<file path="src/common/dram_ctrl_pkg.sv">
// shared constants, state codes and bundles for the windowed dram controller
package dram_ctrl_pkg;
	// ==========================================================
	// address layout
	localparam int BANK_HI = 25;
	localparam int BANK_LO = 22;
	localparam int ROW_HI = 21;
	localparam int ROW_LO = 12;
	localparam int COL_HI = 11;
	localparam int COL_LO = 2;
	localparam int BOUND_LO_HI = 3;
	localparam int BOUND_HI_HI = 7;
	localparam int BOUND_HI_LO = 4;
	localparam logic [3:0] BOUND_RST = 4'h0;

	// ==========================================================
	// i/o state machine, one-hot
	typedef enum logic [2:0]
	{
		IO_IDLE = 3'b001,
		IO_LOAD = 3'b010,
		IO_DONE = 3'b100
	} io_state_t;

	// ==========================================================
	// memory state machine; gray-style codes whose bits are the strobes
	// bit0 ras_b, bit1 row select, bit2 cas_b, bit3 mem done_b, bit4 refresh idle
	typedef enum logic [6:0]
	{
		M_IDLE = 7'h7F,
		M_CHECK = 7'h5F,
		M_ROW = 7'h5E,
		M_COL = 7'h5C,
		M_CAS = 7'h58,
		M_DONE = 7'h50,
		M_RCAS = 7'h6B,
		M_RRAS = 7'h6A,
		M_RHOLD = 7'h4A,
		M_REND = 7'h0F
	} mem_state_t;

	// host request bundle
	typedef struct packed
	{
		logic [25:2] addr;
		logic [7:0] data;
		logic strobeB;
		logic readB;
		logic memSel;
		logic refReq;
	} host_req_t;

	// dram drive bundle
	typedef struct packed
	{
		logic rasB;
		logic casB;
		logic wrEn;
		logic [9:0] addr;
	} dram_drv_t;
endpackage

</file>
<file path="src/core/windowed_dram_controller.sv">
// windowed dram controller: boundary load, access and cas-before-ras refresh
`timescale 1ns/100ps
`default_nettype none

// How it works
// - the block runs refresh, access, reset and address mapping for a 4 MB dram.
// - the dram sits in one of 16 banks picked by address bits 25 to 22.
// - three state machines sequence i/o loads, memory cycles and pending refresh.
// - the memory machine uses gray-style codes whose bits drive the strobes directly.
// - an i/o write from the host loads both the lower and the upper window bound.
// - an in-window request runs a read or write cycle with ras, mux switch and cas.
// - with no access running, a refresh request runs at once with cas before ras.
// - a refresh arriving mid-cycle is held and granted once the cycle finishes.
// - reset beats every other request and sends all machines back to idle.
// - the bound write takes the lower bound from data 3:0 and the upper from 7:4.
// - an address hits when its bank is at least the lower and below the upper bound.
// - the dram address is bits 21:12 as row and bits 11:2 as column.
module windowed_dram_controller
(
	// clock and reset
	input wire logic clk,
	input wire logic rst_b,
	// host bus, all asynchronous to clk
	input wire dram_ctrl_pkg::host_req_t hostIn,
	// host handshake
	output logic readyB,
	// dram drive
	output var dram_ctrl_pkg::dram_drv_t dramOut
);
	// ==========================================================
	// input synchronisers
	dram_ctrl_pkg::host_req_t sync1_q;
	dram_ctrl_pkg::host_req_t sync2_q;
	dram_ctrl_pkg::host_req_t req;

	// two flops on every host pin before any logic reads it
	always_ff @(posedge clk)
	begin
		sync1_q <= hostIn;
		sync2_q <= sync1_q;
	end
	assign req = sync2_q;

	// window test on the bank bits
	function automatic logic inWindow(input logic [3:0] bank, input logic [3:0] lo,
		input logic [3:0] hi);
		inWindow = (bank >= lo) && (bank < hi);
	endfunction

	// ==========================================================
	// i/o machine: boundary load
	dram_ctrl_pkg::io_state_t ioState_q, ioState_d;
	logic [3:0] lowBound_q, lowBound_d;
	logic [3:0] upBound_q, upBound_d;

	// an i/o write (memSel low, readB low, strobe low) loads the window
	always_comb
	begin
		ioState_d = ioState_q;
		lowBound_d = lowBound_q;
		upBound_d = upBound_q;
		case (ioState_q)
			dram_ctrl_pkg::IO_IDLE:
				if (!req.memSel && !req.readB && !req.strobeB)
					ioState_d = dram_ctrl_pkg::IO_LOAD;
			dram_ctrl_pkg::IO_LOAD:
			begin
				lowBound_d = req.data[dram_ctrl_pkg::BOUND_LO_HI:0];
				upBound_d = req.data[dram_ctrl_pkg::BOUND_HI_HI:dram_ctrl_pkg::BOUND_HI_LO];
				ioState_d = dram_ctrl_pkg::IO_DONE;
			end
			dram_ctrl_pkg::IO_DONE:
				ioState_d = dram_ctrl_pkg::IO_IDLE;
			default:
				ioState_d = dram_ctrl_pkg::IO_IDLE;
		endcase
	end

	// reset wins over any load in progress
	always_ff @(posedge clk)
	begin
		if (!rst_b)
		begin
			ioState_q <= dram_ctrl_pkg::IO_IDLE;
			lowBound_q <= dram_ctrl_pkg::BOUND_RST;
			upBound_q <= dram_ctrl_pkg::BOUND_RST;
		end
		else
		begin
			ioState_q <= ioState_d;
			lowBound_q <= lowBound_d;
			upBound_q <= upBound_d;
		end
	end

	// ==========================================================
	// memory machine: access and refresh cycles
	dram_ctrl_pkg::mem_state_t memState_q, memState_d;
	logic wrEn_q, wrEn_d;
	logic refPend_q, refPend_d;
	logic strobeHeldB_q, strobeHeldB_d;
	logic hit;
	logic inAccess;

	assign hit = inWindow(req.addr[dram_ctrl_pkg::BANK_HI:dram_ctrl_pkg::BANK_LO],
		lowBound_q, upBound_q);

	// access states: a live strobe here belongs to the cycle already running
	assign inAccess = (memState_q == dram_ctrl_pkg::M_CHECK)
		|| (memState_q == dram_ctrl_pkg::M_ROW)
		|| (memState_q == dram_ctrl_pkg::M_COL)
		|| (memState_q == dram_ctrl_pkg::M_CAS)
		|| (memState_q == dram_ctrl_pkg::M_DONE);

	// pending refresh beats a new access; out-of-window requests drop back to idle
	always_comb
	begin
		memState_d = memState_q;
		wrEn_d = wrEn_q;
		case (memState_q)
			dram_ctrl_pkg::M_IDLE:
			begin
				wrEn_d = 1'b1;
				if (refPend_q)
					memState_d = dram_ctrl_pkg::M_RCAS;
				else if ((!req.strobeB || !strobeHeldB_q) && req.memSel)
					memState_d = dram_ctrl_pkg::M_CHECK;
			end
			dram_ctrl_pkg::M_CHECK:
				memState_d = hit ? dram_ctrl_pkg::M_ROW : dram_ctrl_pkg::M_IDLE;
			dram_ctrl_pkg::M_ROW:
				memState_d = dram_ctrl_pkg::M_COL;
			dram_ctrl_pkg::M_COL:
			begin
				memState_d = dram_ctrl_pkg::M_CAS;
				wrEn_d = req.readB; // write enable active low on a write
			end
			dram_ctrl_pkg::M_CAS:
				memState_d = dram_ctrl_pkg::M_DONE;
			dram_ctrl_pkg::M_DONE:
				memState_d = dram_ctrl_pkg::M_IDLE;
			dram_ctrl_pkg::M_RCAS:
				memState_d = dram_ctrl_pkg::M_RRAS;
			dram_ctrl_pkg::M_RRAS:
				memState_d = dram_ctrl_pkg::M_RHOLD;
			dram_ctrl_pkg::M_RHOLD:
				memState_d = dram_ctrl_pkg::M_REND;
			dram_ctrl_pkg::M_REND:
				memState_d = dram_ctrl_pkg::M_IDLE;
			default:
				memState_d = dram_ctrl_pkg::M_IDLE;
		endcase
	end

	// ==========================================================
	// pending machine: refresh request and strobe latch
	// a new refresh request wins over the clear at refresh end
	always_comb
	begin
		refPend_d = refPend_q;
		strobeHeldB_d = strobeHeldB_q;
		if (memState_q == dram_ctrl_pkg::M_REND)
			refPend_d = 1'b0;
		if (req.refReq)
			refPend_d = 1'b1;
		// the check state uses up a held strobe, hit or miss, so a miss cannot loop
		if (memState_q == dram_ctrl_pkg::M_CHECK)
			strobeHeldB_d = 1'b1;
		// keep a strobe seen in idle or refresh so the access runs afterwards;
		// one seen mid-access is the running request and would replay it
		if (refPend_q && !req.strobeB && req.memSel && !inAccess)
			strobeHeldB_d = 1'b0;
	end

	// memory and pending state
	always_ff @(posedge clk)
	begin
		if (!rst_b)
		begin
			memState_q <= dram_ctrl_pkg::M_IDLE;
			wrEn_q <= 1'b1;
			refPend_q <= 1'b0;
			strobeHeldB_q <= 1'b1;
		end
		else
		begin
			memState_q <= memState_d;
			wrEn_q <= wrEn_d;
			refPend_q <= refPend_d;
			strobeHeldB_q <= strobeHeldB_d;
		end
	end

	// ==========================================================
	// registered outputs, decoded straight from next-state bits
	dram_ctrl_pkg::dram_drv_t drv_d;
	logic readyB_d;

	// gray codes make each strobe a single state bit
	always_comb
	begin
		drv_d.rasB = memState_d[0];
		drv_d.casB = memState_d[2];
		drv_d.wrEn = wrEn_d;
		// bit1 stays high through idle, check and row, so the row is out as ras falls
		drv_d.addr = memState_d[1] ? req.addr[dram_ctrl_pkg::ROW_HI:dram_ctrl_pkg::ROW_LO]
			: req.addr[dram_ctrl_pkg::COL_HI:dram_ctrl_pkg::COL_LO];
		readyB_d = !((ioState_d == dram_ctrl_pkg::IO_DONE) || !memState_d[3]);
	end

	// one flop per output so pins never glitch
	always_ff @(posedge clk)
	begin
		if (!rst_b)
		begin
			dramOut <= '{rasB: 1'b1, casB: 1'b1, wrEn: 1'b1, addr: 10'h000};
			readyB <= 1'b1;
		end
		else
		begin
			dramOut <= drv_d;
			readyB <= readyB_d;
		end
	end
endmodule
`default_nettype wire

</file>
<file path="config.mk">
export PLATFORM = sky130hd
export DESIGN_NAME = windowed_dram_controller
export DESIGN_NICKNAME = d
export VERILOG_FILES = /design/src/common/dram_ctrl_pkg.sv /design/src/core/windowed_dram_controller.sv
export SDC_FILE = /design/constraint.sdc
export NUM_CORES = 1
export LEC_CHECK = 0
export ABC_CLOCK_PERIOD_IN_PS = 3100
export BUFFER_PORTS_ARGS = -buffer_cell sky130_fd_sc_hd__buf_4
export CELL_PAD_IN_SITES_DETAIL_PLACEMENT = 0
export CELL_PAD_IN_SITES_GLOBAL_PLACEMENT = 1
export CORE_UTILIZATION = 41
export CTS_BUF_LIST = sky130_fd_sc_hd__clkbuf_4 sky130_fd_sc_hd__clkbuf_8
export CTS_CLUSTER_SIZE = 25
export DETAILED_ROUTE_END_ITERATION = 7
export GPL_TIMING_DRIVEN = 0
export PLACE_DENSITY = 0.78
export SYNTH_ARGS = -nofsm -noshare
export SYNTH_HDL_FRONTEND = slang
export SYNTH_SLANG_ARGS = --single-unit
</file>
<file path="constraint.sdc">
create_clock -name clk -period 3.1 [get_ports clk]
set_input_delay 0.465 -clock clk [delete_from_list [all_inputs] [get_ports clk]]
set_output_delay 0.465 -clock clk [all_outputs]
set_load 0.03 [all_outputs]
</file>
## After elaboration in Yosys (flattened, before gate mapping)

Index checks and enable logic that the tools add are counted.

- Equality and inequality tests: 14
- Magnitude comparators: 2
- Muxes and demuxes: 12
- Reduce and logical (&&, ||, !) cells: 23

Operators with widths:

| cell | number |
|---|---|
| equality test 7 bit (second input constant) | 9 |
| one-hot mux 7 bit (8 select lines) | 1 |
| two-way mux 7 bit | 2 |
| two-way mux 10 bit | 1 |
| equality test 7 x 4 -> 1 bit (second input constant) | 1 |
| logical AND 1 bit | 7 |
| logical NOT 1 bit | 7 |
| logical OR 1 bit | 6 |
| two-way mux 6 bit | 1 |
| one-hot mux 3 bit (2 select lines) | 1 |
| nonzero test 2 bit | 3 |
| >= comparator 4 bit | 1 |
| less-than comparator 4 bit | 1 |
| two-way mux 1 bit | 4 |
| equality test 3 x 1 -> 1 bit (second input constant) | 1 |
| equality test 3 x 2 -> 1 bit (second input constant) | 1 |
| equality test 3 bit (second input constant) | 1 |
| two-way mux 3 bit | 1 |
| inequality test 3 bit (second input constant) | 1 |
| one-hot mux 1 bit (2 select lines) | 1 |

- Logic and storage cells: 75
- Output and inout bits: 14
- Flip-flop bits (word level): 106

## Logic depth before layout (Yosys ltp)

Gate-level depths: netlist of the first run.

- Depth in word-level cells: 9
- Depth in mapped cells: 7
- Mapped depth without buffers: 7

## Least setup slack after synthesis of the first run

Ideal clock, no wire load.

- Path type: register -> register
- From: register upBound_q[2]
- To: register memState_q[5]
- Arrival time: 1.402 ns
- Setup slack: 1.571 ns
- Required time: 2.973 ns
- Stages on the path, launching flop included: 7
- Library setup time: 0.127 ns
- Path through: dfxtp_1 -> inv_1 -> ha_1 -> a21oi_1 -> a21boi_0 -> o31ai_1 -> or3b_1

- Longest elaborated chain between the ends: 4

Ends and longest elaborated chain:

| element | RTL line | RTL |
|---|---|---|
| from (decl) | windowed_dram_controller.sv:54 | `logic [3:0] upBound_q, upBound_d;` |
| from (signal assigned) | windowed_dram_controller.sv:86 | `upBound_q <= dram_ctrl_pkg::BOUND_RST;` |
| from (signal assigned) | windowed_dram_controller.sv:92 | `upBound_q <= upBound_d;` |
| less-than comparator 4 bit | windowed_dram_controller.sv:47 | `inWindow = (bank >= lo) && (bank < hi);` |
| logical AND 1 bit | windowed_dram_controller.sv:47 |  |
| two-way mux 6 bit | windowed_dram_controller.sv:130 | `memState_d = hit ? dram_ctrl_pkg::M_ROW : dram_ctrl_pkg::M_IDLE;` |
| one-hot mux 7 bit (8 select lines) | windowed_dram_controller.sv:120 | `case (memState_q)` |
| to (signal assigned) | windowed_dram_controller.sv:180 | `memState_q <= dram_ctrl_pkg::M_IDLE;` |
| to (signal assigned) | windowed_dram_controller.sv:187 | `memState_q <= memState_d;` |
| to (decl) | windowed_dram_controller.sv:98 | `dram_ctrl_pkg::mem_state_t memState_q, memState_d;` |

No other way between the ends.
A chain may end at the register's enable or synchronous reset.

## Final worst setup path of the first run

- From: register memState_q[0]
- To: register dramOut[5] (netlist bit)

- Longest elaborated chain between the ends: 3

Ends and longest elaborated chain:

| element | RTL line | RTL |
|---|---|---|
| equality test 7 bit | windowed_dram_controller.sv:120 |  |
| one-hot mux 7 bit (8 select lines) (*) | windowed_dram_controller.sv:120 |  |
| two-way mux 10 bit (*) | windowed_dram_controller.sv:206 | `drv_d.addr = memState_d[1] ? req.addr[dram_ctrl_pkg::ROW_HI:dram_ctrl_pkg::ROW_LO]` |
| to (signal assigned) | windowed_dram_controller.sv:216 | `dramOut <= '{rasB: 1'b1, casB: 1'b1, wrEn: 1'b1, addr: 10'h000};` |
| to (signal assigned) | windowed_dram_controller.sv:221 | `dramOut <= drv_d;` |
| to (decl) | windowed_dram_controller.sv:28 | `output var dram_ctrl_pkg::dram_drv_t dramOut` |

Mark *: on every way between the ends. The rest lies on a longest branch, timed or not.

==> results.rst, run 1 <==
.. list-table::
   :header-rows: 1

   * - Metric
     - Value
   * - Setup violations, final
     - 0
   * - Leakage
     - about 1.5 nW
   * - Leading post-synthesis cells by cell area
     - sky130_fd_sc_hd__dfxtp_1 (71%), sky130_fd_sc_hd__nand3_1 (3.1%), sky130_fd_sc_hd__ha_1 (3.0%), sky130_fd_sc_hd__nand2_1 (2.7%), sky130_fd_sc_hd__nor2b_1 (1.9%)
   * - Buffers added on ports
     - 50
   * - Clock tree from TritonCTS
     - done
   * - Worst voltage drop across the vdd grid
     - 0.0003411 V
   * - Die outline width
     - approximately 86 um
   * - Number of antenna violations at the first check in global routing
     - 0
   * - Startpoint types
     - flop
   * - Power density over the cells
     - approximately 750 nW/um^2
   * - Final min period
     - 1742 ps
   * - Proportion of synthesized flip-flops having asynchronous set or reset
     - 0%
   * - Count of standard-cell rows
     - 30
   * - Total wire length
     - between 4 and 5 mm
   * - Setup repair after global routing missed its margin
     - no
   * - Crit Path Max Fanout
     - 10
   * - Clock Path Buffers
     - 2
   * - Post-Syn Area per Cell
     - 11.89 sq um
   * - Fin Clk Skew
     - between 10 and 15 ps
   * - Min-Delay Path Depth
     - 1
   * - Average detailed-routed wire length per instance
     - roughly 11 um
   * - Final period utilization
     - a little under three fifths
   * - Sequential area share after synthesis
     - 71.20%
   * - Critical register-to-register path endpoint
     - dramOut[5]
   * - Largest area contributor in the netlist
     - sky130_fd_sc_hd__dfxtp_1
   * - Drt first pass iters
     - 4
   * - Commonest register cell after synthesis
     - sky130_fd_sc_hd__dfxtp_1
   * - Mapped Cells
     - 246
   * - GPL Wtd Cong
     - 0.8628
   * - Final-report hold violation count
     - 0
   * - H-Tree Level Count
     - 3
   * - Maximum number of pins on one net before global-route repair
     - 19
   * - Initial cell density of the core
     - 42.80%
   * - Most frequent cell after synthesis
     - sky130_fd_sc_hd__dfxtp_1
   * - Antenna Nets Post-Route
     - 0
   * - Library cell used as clock root buffer
     - sky130_fd_sc_hd__clkbuf_8
   * - Clk Latency, worst-skew pair
     - 350 ps
   * - DRC errors left
     - 0
   * - Count of distinct cell types in the synthesized netlist
     - 38
   * - FF-to-FF path depth
     - 6
   * - # diodes
     - 0
   * - Worst-path clk slew
     - roughly 100 ps
   * - Estimated wirelength of the detail-placed design
     - 3.151 mm
   * - Number of gates resized after cts
     - 0
   * - Total global routing track utilization
     - 13.33%
   * - Slew headroom
     - 66.45%
   * - Max-cap violations
     - 0
   * - Via count of the first global-routing pass
     - ~1600
   * - Setup slack, reg-to-reg
     - 1360 ps
   * - Endpoint of the worst hold-timing path
     - sync1_q[23]
   * - Status
     - complete, no violations
   * - Placeable core area
     - 6832 sq um
   * - Cell Area, Synth
     - 2924 sq um
   * - Launch point of the worst reg-to-reg path
     - memState_q[0]
   * - Post-synth top cells
     - sky130_fd_sc_hd__dfxtp_1 (104), sky130_fd_sc_hd__nand2_1 (21), sky130_fd_sc_hd__nand3_1 (18)
   * - Wire length of the first global-routing pass
     - 7.465 mm
   * - Post-CTS repair timing setup buffer count
     - 0
   * - Ratio of cells with drive above 1 in the final layout
     - about a quarter
   * - Signal arrival time at the worst endpoint
     - 1970 ps
   * - Vias post-DR
     - 1779
   * - Count of final max-slew check failures
     - 0
   * - Aggregate global routing overflow
     - 0
   * - Net count, final
     - between 300 and 400
   * - Proportion of netlist area held by the largest area contributor
     - 71.20%
   * - Number of sinks on the clock net
     - approximately 100
   * - CTS hold repair buffers
     - 0
   * - Height of the die
     - 86.45 um
   * - Number of enable flip-flop cells after synthesis
     - 0
   * - Maximum frequency from static timing analysis
     - ~0.57 GHz
   * - Seq cells post-synth
     - 104
   * - Total Negative Setup Slacks
     - 0 ps
   * - Synth warnings
     - 0
   * - Worst EP required
     - roughly 3300 ps
   * - First-iteration detailed-routing DRC count
     - 91
   * - Area growth syn-to-layout
     - 23.75%
   * - Slew @ Worst Pin
     - approximately 500 ps
   * - Top Ports
     - 52
   * - Number of buffers inserted during clock tree synthesis
     - 9
   * - Floorplan die area
     - approximately 7500 sq um
   * - Total Power
     - 0.002720 W
   * - Ratio of routed vias to standard cells
     - 4.360
   * - Net count after synthesis
     - 291
   * - Tightest Hold Check Type
     - primary input to flop
   * - CP Capture Type
     - flop
   * - Worst Path Class, Setup
     - flop to flop
   * - Hold path startpoint
     - hostIn[23]
==> registers in the layout (all words and copies together) (netlist names) <==
name           cells
ioState_q          3
readyB             1
refPend_q          1
dramOut           11
strobeHeldB_q      1
sync1_q           36
req               36
lowBound_q         4
memState_q         7
upBound_q          4
==> cells in the final DEF (no fill, tap or decap), types with 2 or more instances in the layout <==
cell / count
sky130_fd_sc_hd__o21ai_1: 11
sky130_fd_sc_hd__a21oi_1: 10
sky130_fd_sc_hd__nor3_2: 2
sky130_fd_sc_hd__mux2i_1: 2
sky130_fd_sc_hd__nor2b_1: 9
sky130_fd_sc_hd__nand3_1: 18
sky130_fd_sc_hd__o21ai_0: 2
sky130_fd_sc_hd__a211o_1: 2
sky130_fd_sc_hd__nor2_1: 13
sky130_fd_sc_hd__buf_1: 2
sky130_fd_sc_hd__o21a_1: 2
sky130_fd_sc_hd__nand2b_1: 4
sky130_fd_sc_hd__nor4b_1: 2
sky130_fd_sc_hd__dfxtp_1: 104
sky130_fd_sc_hd__clkbuf_8: 11
sky130_fd_sc_hd__clkbuf_1: 4
sky130_fd_sc_hd__ha_1: 7
sky130_fd_sc_hd__nor3_1: 2
sky130_fd_sc_hd__clkinv_4: 2
sky130_fd_sc_hd__inv_1: 8
sky130_fd_sc_hd__buf_4: 53
sky130_fd_sc_hd__inv_8: 2
sky130_fd_sc_hd__nand2_1: 21
==> logic make-up after synthesis <==
| kind of cell | count (synthesis) | share of synthesized area, % |
|---|---|---|
| muxes | 2 | 0.6847 |
| AOI/OAI and AO/OA | 36 | 8.302 |
| and+or+nand+nor | 79 | 14.08 |
| DFF | 104 | 71.20 |
| adders and majority gates | 7 | 2.995 |
| buffers and inverters | 18 | 2.738 |
==> how the worst max path moves through the flow <==
| stage | slack [ps] | end | cells past startpoint | start |
|---|---|---|---|---|
| final | 1360 | dramOut[5] | 6 | memState_q[0] |
| after global routing | 1180 | dramOut[1] | 6 | memState_q[0] |
| after CTS | 1350 | dramOut[5] | 6 | memState_q[0] |
| after detailed placement | 1360 | dramOut[5] | 6 | memState_q[0] |
| after global placement | 1380 | dramOut[3] | 6 | memState_q[0] |
| after floorplan | 1570 | memState_q[5] | 6 | upBound_q[2] |
==> area by class of cell <==
cell class | instances | area [sq um]
buffer | 10 | 50.05
fill | 640 | 3213
multi-input combinational | 124 | 762.0
tap | 96 | 120.1
clock buffer | 11 | 151.4
sequential | 104 | 2082
timing repair buffer | 50 | 375.4
clock inverter | 5 | 47.55
inverter | 8 | 30.03
==> per-stage QoR <==
step	cell area, sq um	instances	utilization (%)	hold WS [ps]	setup WS, ps
after floorplan	2924	246	-	309.6	1571
after global placement	3420	392	50.05	311.0	1381
after detailed placement	3420	392	50.05	312.1	1363
after CTS	3618	408	52.97	190.7	1348
after global routing	3618	408	52.97	172.6	1182
final	3618	408	52.97	207.6	1358
==> critical path, stage by stage, from the launching register on <==
cell and delay, ps:
sky130_fd_sc_hd__dfxtp_1 410, sky130_fd_sc_hd__or2_1 310, sky130_fd_sc_hd__a211oi_4 280, sky130_fd_sc_hd__o21ai_1 140, sky130_fd_sc_hd__clkbuf_1 250, sky130_fd_sc_hd__nand3_1 150
sky130_fd_sc_hd__o21ai_1 70
==> power by group <==
group / internal (W) / leakage (nW) / total [W] / switching, W
Sequential: 0.00143 / 0.870 / 0.00151 / 0.0000733
Combinational: 0.000177 / 0.556 / 0.000421 / 0.000243
Clock: 0.000350 / 0.0996 / 0.000792 / 0.000442
==> per-layer routing <==
metal / up-vias / wire [um] / track usage [%]
li1: 945 / - / -
met5: - / 0 / 0
met4: 0 / 65 / 6.364
met3: 4 / 207 / 4.667
met2: 42 / 2064 / 20.42
met1: 788 / 2016 / 16.86
(Power assumes the default switching activity.)
==> run 2: changes to the inputs <==
- ABC_AREA: default -> 1
- ABC_CLOCK_PERIOD_IN_PS: 3100 -> 1770
- PLACE_DENSITY: 0.78 -> 0.79
- clock period: 3.1 -> 1.77 ns (I/O delays scaled with it)
==> run 2 against run 1 <==
Against the previous run: clock-buffer cell count rose by 2; die area is 4.3% higher; highest routed layer unchanged; sequential share of layout area fell by 7.0 points; critical endpoint is now dramOut[8]; register-to-register slack worse by 1100 ps; sequential power increased by 77%; flip-flop and latch count unchanged; wire length grew 20%; core utilization up 4.1 points.
==> results.rst, run 2 <==
.. list-table::
   :header-rows: 1

   * - Metric
     - Value
   * - Status
     - complete, no violations (unchanged)
   * - GRT met1 Usage
     - 16.98% (was 16.86%)
   * - Proportion of synthesized flip-flops having asynchronous set or reset
     - 0% (unchanged)
   * - Post-Syn Area per Cell
     - 10.46 sq um (was 11.89 sq um)
   * - Slew headroom
     - 66.68% (was 66.45%)
   * - Endpoint of the worst hold-timing path
     - sync1_q[1] (was sync1_q[23])
   * - Final period utilization
     - 86.74% (was 56.19%)
   * - Maximum number of pins on one net before global-route repair
     - 17 (was 19)
   * - Total global routing track utilization
     - 14.32% (was 13.33%)
   * - Mapped Cells
     - 292 (was 246)
   * - Area growth syn-to-layout
     - 34.82% (was 23.75%)
   * - Average detailed-routed wire length per instance
     - 10.61 um (was 10.67 um)
   * - Internal power
     - 0.004178 W (was 0.001961 W)
   * - Slew @ Worst Pin
     - 499.9 ps (was 498.7 ps)
   * - Worst EP required
     - 2020 ps (was 3330 ps)
   * - Switching share of total power
     - 33.47% (was 27.88%)
   * - Crit Path Max Fanout
     - 10 (unchanged)
   * - Launch point of the worst reg-to-reg path
     - memState_q[6] (was memState_q[0])
   * - Drt first pass iters
     - 6 (was 4)
   * - Power density over the cells
     - 1525 nW/um^2 (was 751.6 nW/um^2)
   * - Leading cell types in the layout, fill and taps excluded
     - sky130_fd_sc_hd__dfxtp_1 (104), sky130_fd_sc_hd__buf_4 (54), sky130_fd_sc_hd__dlygate4sd3_1 (35), sky130_fd_sc_hd__inv_1 (32), sky130_fd_sc_hd__nand2_1 (30) (was sky130_fd_sc_hd__dfxtp_1 (104), sky130_fd_sc_hd__buf_4 (53), sky130_fd_sc_hd__nand2_1 (21), sky130_fd_sc_hd__nand3_1 (18), sky130_fd_sc_hd__nor2_1 (13))
   * - Combinational share of power
     - 33.2% (was 15.5%)
   * - Net count, final
     - 433 (was 352)
   * - Leading post-synthesis cells by cell area
     - sky130_fd_sc_hd__dfxtp_1 (68%), sky130_fd_sc_hd__inv_1 (3.9%), sky130_fd_sc_hd__nand2_1 (3.7%), sky130_fd_sc_hd__nand3_1 (3.4%), sky130_fd_sc_hd__nor2_1 (3.3%) (was sky130_fd_sc_hd__dfxtp_1 (71%), sky130_fd_sc_hd__nand3_1 (3.1%), sky130_fd_sc_hd__ha_1 (3.0%), sky130_fd_sc_hd__nand2_1 (2.7%), sky130_fd_sc_hd__nor2b_1 (1.9%))
   * - Area share of xor/xnor cells in the synthesized design
     - 0% (unchanged)
   * - Antenna Nets Post-Route
     - 0 (unchanged)
   * - Aggregate global routing overflow
     - 0 (unchanged)
   * - Wire length of the first global-routing pass
     - 8.121 mm (was 7.465 mm)
   * - DRC errors left
     - 0 (unchanged)
   * - Signal arrival time at the worst endpoint
     - 1780 ps (was 1970 ps)
   * - Count of distinct cell types in the synthesized netlist
     - 27 (was 38)
   * - Net count after synthesis
     - 337 (was 291)
   * - GPL Wtd Cong
     - 0.8193 (was 0.8628)
   * - Commonest non-fill, non-tap cell in the layout
     - sky130_fd_sc_hd__dfxtp_1 (unchanged)
   * - Met2 Track Usage GR
     - 23.01% (was 20.42%)
   * - Initial cell density of the core
     - 42.33% (was 42.80%)
   * - Hold path startpoint
     - hostIn[1] (was hostIn[23])
   * - Area taken by multi-input logic gates
     - 767.0 sq um (was 762.0 sq um)
   * - Count of buffering cells on the critical path with inverters included
     - 1 (unchanged)
   * - Category of cells accounting for the largest share of critical-path delay
     - simple AND/OR/NAND/NOR gates (was compound AO/OA/AOI/OAI gates)
   * - M3 GR Usage
     - 4.664% (was 4.667%)
   * - Placeable core area
     - 7214 sq um (was 6832 sq um)
   * - Setup repair after global routing missed its margin
     - no (unchanged)
   * - Count of standard-cell rows
     - 31 (was 30)
   * - Vias post-DR
     - 2069 (was 1779)
   * - Setup violations, final
     - 0 (unchanged)
   * - Utilization of the core after routing
     - 57.08% (was 52.97%)
   * - Final-report hold violation count
     - 0 (unchanged)
   * - Post-synth top cells
     - sky130_fd_sc_hd__dfxtp_1 (104), sky130_fd_sc_hd__inv_1 (32), sky130_fd_sc_hd__nand2_1 (30) (was sky130_fd_sc_hd__dfxtp_1 (104), sky130_fd_sc_hd__nand2_1 (21), sky130_fd_sc_hd__nand3_1 (18))
   * - Clk Latency, worst-skew pair
     - 360 ps (was 350 ps)
   * - Final worst hold slack
     - 16.36 ps (was 207.6 ps)
   * - Total wire length
     - 5.218 mm (was 4.354 mm)
   * - Adder-Cell Fraction of Synth Area
     - 2.868% (was 2.995%)
   * - Fill cells
     - 656 (was 640)
   * - Library cell used as clock root buffer
     - sky130_fd_sc_hd__clkbuf_8 (unchanged)
   * - Height of the die
     - 88.31 um (was 86.45 um)
   * - Worst-path clk slew
     - 90 ps (was 100 ps)
   * - Share of synthesized cell area in and, or, nand and nor gates
     - 15.57% (was 14.08%)
   * - Highest-delay cell along the critical path
     - sky130_fd_sc_hd__dfxtp_1 (unchanged)
   * - Most frequent cell after synthesis
     - sky130_fd_sc_hd__dfxtp_1 (unchanged)
   * - Number of sinks on the clock net
     - 104 (unchanged)
   * - Seq pwr share
     - 42.7% (was 55.4%)
   * - Mux contribution to synthesized area
     - 0% (was 0.6846%)
   * - Buffers added on ports
     - 50 (unchanged)
   * - Seq cells post-synth
     - 104 (unchanged)
   * - Floorplan die area
     - 7799 sq um (was 7474 sq um)
   * - Synth warnings
     - 0 (unchanged)
   * - Seq. cell area
     - 2082 sq um (unchanged)
   * - Number of enable flip-flop cells after synthesis
     - 0 (unchanged)
   * - Total Negative Setup Slacks
     - 0 ps (unchanged)
   * - Count of final max-slew check failures
     - 0 (unchanged)
   * - Dominant combinational cell family by area after synthesis
     - simple AND/OR/NAND/NOR gates (unchanged)
   * - Gr busiest metal
     - met2 (unchanged)
   * - Largest area contributor in the netlist
     - sky130_fd_sc_hd__dfxtp_1 (unchanged)
   * - Ratio of cells with drive above 1 in the final layout
     - 23.16% (was 24.36%)
   * - Maximum frequency from static timing analysis
     - 0.6513 GHz (was 0.5741 GHz)
   * - Min-Delay Path Depth
     - 1 (unchanged)
   * - Number of antenna violations at the first check in global routing
     - 0 (unchanged)
   * - Critical register-to-register path endpoint
     - dramOut[8] (was dramOut[5])
   * - Max-cap violations
     - 0 (unchanged)
   * - Startpoint types
     - flop (unchanged)
   * - Commonest register cell after synthesis
     - sky130_fd_sc_hd__dfxtp_1 (unchanged)
   * - Fin Clk Skew
     - 5.635 ps (was 11.06 ps)
   * - CP Capture Type
     - flop (unchanged)
   * - Number of gates resized after cts
     - 0 (unchanged)
   * - Chain of cells forming the critical path
     - nand2_1 > nor2_1 > nand2_2 > nand2_2 > nor2_2 > nand2_4 > buf_8 > nand3_1 > nand2_1 > nor2_1 (was or2_1 > a211oi_4 > o21ai_1 > clkbuf_1 > nand3_1 > o21ai_1)
   * - Final min period
     - 1535 ps (was 1742 ps)
   * - Ratio of routed vias to standard cells
     - 4.205 (was 4.360)
   * - Proportion of netlist area held by the largest area contributor
     - 68.17% (was 71.20%)
   * - Compound-gate portion of the synthesized area
     - 6.678% (was 8.301%)
   * - Clock Path Buffers
     - 2 (unchanged)
   * - Cell Area, Synth
     - 3054 sq um (was 2924 sq um)
   * - Via count of the first global-routing pass
     - 1853 (was 1599)
   * - Leakage
     - 1.881 nW (was 1.525 nW)
   * - # diodes
     - 0 (unchanged)
   * - Switch Pwr
     - 0.002102 W (was 0.0007582 W)
   * - Estimated wirelength of the detail-placed design
     - 3.423 mm (was 3.151 mm)
   * - Number of buffers inserted during clock tree synthesis
     - 9 (unchanged)
   * - Worst voltage drop across the vdd grid
     - 0.0007179 V (was 0.0003411 V)
   * - Clock tree from TritonCTS
     - done (unchanged)
   * - Top Ports
     - 52 (unchanged)
   * - Die outline width
     - 88.31 um (was 86.45 um)
   * - FF-to-FF path depth
     - 10 (was 6)
   * - Sequential area share after synthesis
     - 68.17% (was 71.20%)
   * - H-Tree Level Count
     - 3 (unchanged)
   * - Clk network pwr share
     - 24.1% (was 29.1%)
   * - Setup slack, reg-to-reg
     - 230 ps (was 1360 ps)
   * - Highest cell delay on the worst timing path
     - 430 ps (was 410 ps)
   * - Tightest Hold Check Type
     - primary input to flop (unchanged)
   * - First-iteration detailed-routing DRC count
     - 50 (was 91)
   * - Post-CTS repair timing setup buffer count
     - 0 (unchanged)
   * - Worst Path Class, Setup
     - flop to flop (unchanged)
run 2: worst max path at each step:
stage / endpoint / cells after the start / from
floorplan: dramOut[7] / 10 / memState_q[2]
detailed placement: dramOut[8] / 10 / memState_q[6]
global placement: dramOut[8] / 10 / memState_q[2]
finish: dramOut[8] / 10 / memState_q[6]
CTS: dramOut[8] / 10 / memState_q[6]
global route: dramOut[8] / 10 / memState_q[2]
run 2: layer usage:
layer	up-vias	wire [um]	share of wire (%)
met5	-	0	0
met4	0	93	1.8
met3	8	165	3.2
met2	32	2582	49
met1	912	2375	46
li1	1117	-	-
run 2: cell families (layout without fill, tap and decap cells):
| group | count (synthesis) | in the layout |
|---|---|---|
| adder cells (fa/ha/maj) | 7 | 7 |
| flip-flops | 104 | 104 |
| buffers and inverters | 44 | 145 |
| AO/OA/AOI/OAI | 37 | 37 |
| AND/OR/NAND/NOR | 100 | 100 |
run 2: area by class of cell:
| cell class | instances | share of cell area, % |
|---|---|---|
| multi-input cells | 144 | 18.63 |
| well taps | 99 | 3.008 |
| plain buffers | 11 | 1.975 |
| flip-flops and latches | 104 | 50.56 |
| repair buffers | 85 | 17.62 |
| inverters | 33 | 3.008 |
| clock buffers | 13 | 4.041 |
| clock inverters | 3 | 1.155 |
run 2: through the flow:
stage / instances / total power (W) / setup WS [ps] / instance area [sq um]
6_report: 492 / 0.006280 / 234.7 / 4118
5_1_grt: 492 / 0.006644 / 94.01 / 4118
4_1_cts: 488 / 0.006330 / 238.0 / 4078
3_5_place_dp: 441 / 0.004773 / 256.5 / 3553
3_3_place_gp: 441 / 0.004745 / 259.4 / 3553
2_1_floorplan: 292 / 0.004228 / 465.3 / 3054
run 2: power groups by stage:
stage	Clock, W	Combinational, W	Sequential, W
finish	0.00151	0.00209	0.00268
global route	0.00164	0.00229	0.00271
CTS	0.00155	0.00210	0.00268
detailed placement	0	0.00204	0.00274
global placement	0	0.00201	0.00273
floorplan	0	0.00135	0.00288
run 2: repair_timing:
item,CTS,global route
hold endpoints to repair,31,4
setup endpoints to repair,0,0
hold buffers,31,4
==> run 3: changes to the inputs <==
- ABC_AREA: 1 -> default
- CORE_UTILIZATION: 41 -> 30
- PLACE_DENSITY: 0.79 -> 0.62
==> run 3 against run 2 <==
Against the previous run: fmax decreased by 6.3%; sequential power decreased by 1%; highest routed layer unchanged; global-route usage fell by 2.8 points; wire length is 1.3% higher; register-to-register slack lost 100 ps.
==> results.rst, run 3 (synthesis gave the netlist of run 1 again) <==
.. list-table::
   :header-rows: 1

   * - Metric
     - Value
   * - Leakage
     - 1.687 nW (was 1.881 nW)
   * - Total wire length
     - 5.288 mm (was 5.218 mm)
   * - Initial cell density of the core
     - 31.35% (was 42.33%)
   * - Area taken by multi-input logic gates
     - 775.7 sq um (was 767.0 sq um)
   * - Buffers added on ports
     - 50 (unchanged)
   * - Max-cap violations
     - 0 (unchanged)
   * - Top Ports
     - 52 (unchanged)
   * - Clk Latency, worst-skew pair
     - 360 ps (about the same)
   * - Final-report hold violation count
     - 0 (unchanged)
   * - Final min period
     - 1639 ps (was 1535 ps)
   * - Library cell used as clock root buffer
     - sky130_fd_sc_hd__clkbuf_8 (unchanged)
   * - Min-Delay Path Depth
     - 3 (was 1)
   * - Net count, final
     - 388 (was 433)
   * - Fin Clk Skew
     - 13.51 ps (was 5.635 ps)
   * - H-Tree Level Count
     - 3 (unchanged)
   * - Setup repair after global routing missed its margin
     - no (unchanged)
   * - Final period utilization
     - 92.62% (was 86.74%)
   * - Via count of the first global-routing pass
     - 1846 (was 1853)
   * - Ratio of cells with drive above 1 in the final layout
     - 23.85% (was 23.16%)
   * - Status
     - complete, no violations (unchanged)
   * - FF-to-FF path depth
     - 6 (was 10)
   * - Count of final max-slew check failures
     - 0 (unchanged)
   * - Estimated wirelength of the detail-placed design
     - 3.447 mm (was 3.423 mm)
   * - Fin area
     - 4031 sq um (was 4118 sq um)
   * - Signal arrival time at the worst endpoint
     - 1890 ps (was 1780 ps)
   * - Startpoint types
     - flop (unchanged)
   * - Aggregate global routing overflow
     - 0 (unchanged)
   * - Place WS
     - -2.580 ps (was 256.5 ps)
   * - CP Capture Type
     - flop (unchanged)
   * - Seq. cell area
     - 2083 sq um (was 2082 sq um)
   * - Placed cell area
     - 3461 sq um (was 3553 sq um)
   * - Maximum frequency from static timing analysis
     - 0.6100 GHz (was 0.6513 GHz)
   * - Placeable core area
     - 9328 sq um (was 7214 sq um)
   * - Tightest Hold Check Type
     - primary input to flop (unchanged)
   * - Floorplan die area
     - 10150 sq um (was 7799 sq um)
   * - Utilization of the core after routing
     - 43.22% (was 57.08%)
   * - Power density over the cells
     - 1208 nW/um^2 (was 1525 nW/um^2)
   * - # diodes
     - 0 (unchanged)
   * - Number of buffers inserted during clock tree synthesis
     - 9 (unchanged)
   * - Vias post-DR
     - 1953 (was 2069)
   * - Height of the die
     - 100.7 um (was 88.31 um)
   * - Total global routing track utilization
     - 11.56% (was 14.32%)
   * - First-iteration detailed-routing DRC count
     - 58 (was 50)
   * - Worst EP required
     - 2020 ps (about the same)
   * - Worst voltage drop across the vdd grid
     - 0.0004772 V (was 0.0007179 V)
   * - Number of antenna violations at the first check in global routing
     - 0 (unchanged)
   * - Ratio of routed vias to standard cells
     - 4.094 (was 4.205)
   * - Count of standard-cell rows
     - 35 (was 31)
   * - Wire length of the first global-routing pass
     - 8.694 mm (was 8.121 mm)
   * - Hold path startpoint
     - rst_b (was hostIn[1])
   * - Leading cell types in the layout, fill and taps excluded
     - sky130_fd_sc_hd__dfxtp_1 (103), sky130_fd_sc_hd__buf_4 (53), sky130_fd_sc_hd__dlygate4sd3_1 (36), sky130_fd_sc_hd__nand2_1 (21), sky130_fd_sc_hd__nand3_1 (18) (was sky130_fd_sc_hd__dfxtp_1 (104), sky130_fd_sc_hd__buf_4 (54), sky130_fd_sc_hd__dlygate4sd3_1 (35), sky130_fd_sc_hd__inv_1 (32), sky130_fd_sc_hd__nand2_1 (30))
   * - Worst setup margin
     - 130.7 ps (was 234.7 ps)
   * - Slew @ Worst Pin
     - 550.1 ps (was 499.9 ps)
   * - Launch point of the worst reg-to-reg path
     - upBound_q[2] (was memState_q[6])
   * - DRC errors left
     - 0 (unchanged)
   * - Worst-path clk slew
     - 110 ps (was 90 ps)
   * - Worst Path Class, Setup
     - flop to flop (unchanged)
   * - Maximum number of pins on one net before global-route repair
     - 21 (was 17)
   * - Worst setup startpoint
     - upBound_q[2] (was memState_q[6])
   * - Clock Path Buffers
     - 2 (unchanged)
   * - Crit Path Max Fanout
     - 2 (was 10)
   * - Setup violations, final
     - 0 (unchanged)
   * - Commonest non-fill, non-tap cell in the layout
     - sky130_fd_sc_hd__dfxtp_1 (unchanged)
   * - Area growth syn-to-layout
     - 37.87% (was 34.82%)
   * - Drt first pass iters
     - 4 (was 6)
   * - GPL Wtd Cong
     - 0.7767 (was 0.8193)
   * - Slew headroom
     - 63.33% (was 66.68%)
   * - Antenna Nets Post-Route
     - 0 (unchanged)
   * - Die outline width
     - 100.7 um (was 88.31 um)
   * - Fill cells
     - 891 (was 656)
   * - Average detailed-routed wire length per instance
     - 11.09 um (was 10.61 um)
   * - Clock tree from TritonCTS
     - done (unchanged)
   * - Number of sinks on the clock net
     - 104 (unchanged)
   * - Total Power
     - 0.004870 W (was 0.006280 W)
run 3: routing by layer:
layer | vias to the layer above | global-route usage [%] | part of all wire (%)
li1 | 1019 | - | -
met3 | 10 | 4.092 | 4.6
met4 | 0 | 5.686 | 1.9
met5 | - | 0 | 0
met2 | 45 | 19.23 | 48
met1 | 879 | 13.19 | 46
run 3: critical path: stages (launching register included):
cell                       delay [ps]
sky130_fd_sc_hd__dfxtp_1          320
sky130_fd_sc_hd__inv_1             50
sky130_fd_sc_hd__ha_1             300
sky130_fd_sc_hd__a21oi_2          160
sky130_fd_sc_hd__a21boi_1          90
sky130_fd_sc_hd__o31ai_2          260
sky130_fd_sc_hd__or3b_1           360
run 3: cell type report:
cell class              count  area share (%)
flip-flops and latches    104           51.68
multi-input cells         124           19.24
repair buffers             86           18.25
well taps                 129           4.004
clock buffers               9           3.073
clock inverters             7           1.676
plain buffers              10           1.335
inverters                   8          0.7449
run 3: metrics by stage:
stage,setup TNS (ps),instances,hold WS [ps]
floorplan,0,246,293.2
global placement,0,425,310.0
detailed placement,-2.580,425,312.1
CTS,0,476,0.5624
global route,0,477,227.6
finish,0,477,239.2
run 3: final timing paths:
| path | slack (ps) | endpoint |
|---|---|---|
| max | 130 | memState_q[5] |
| min reg2reg | 330 | req[29] |
| min | 240 | dramOut[1] |
| max reg2reg | 130 | memState_q[5] |
run 3: timing repair:
item                                    in CTS  in global routing
hold buffers                                35                  1
buffers inserted                             0                  0
pin swaps                                    0                  1
resized for setup                            1                  9
hold endpoints to repair                    35                  1
endpoints found under the setup margin       4                 13
run 3: power by group:
part / total [W] / internal [W] / switching, W
clock network: 0.00139 / 0.000556 / 0.000837
logic: 0.000835 / 0.000374 / 0.000461
registers: 0.00264 / 0.00251 / 0.000127
total: 0.00487 / 0.00344 / 0.00143
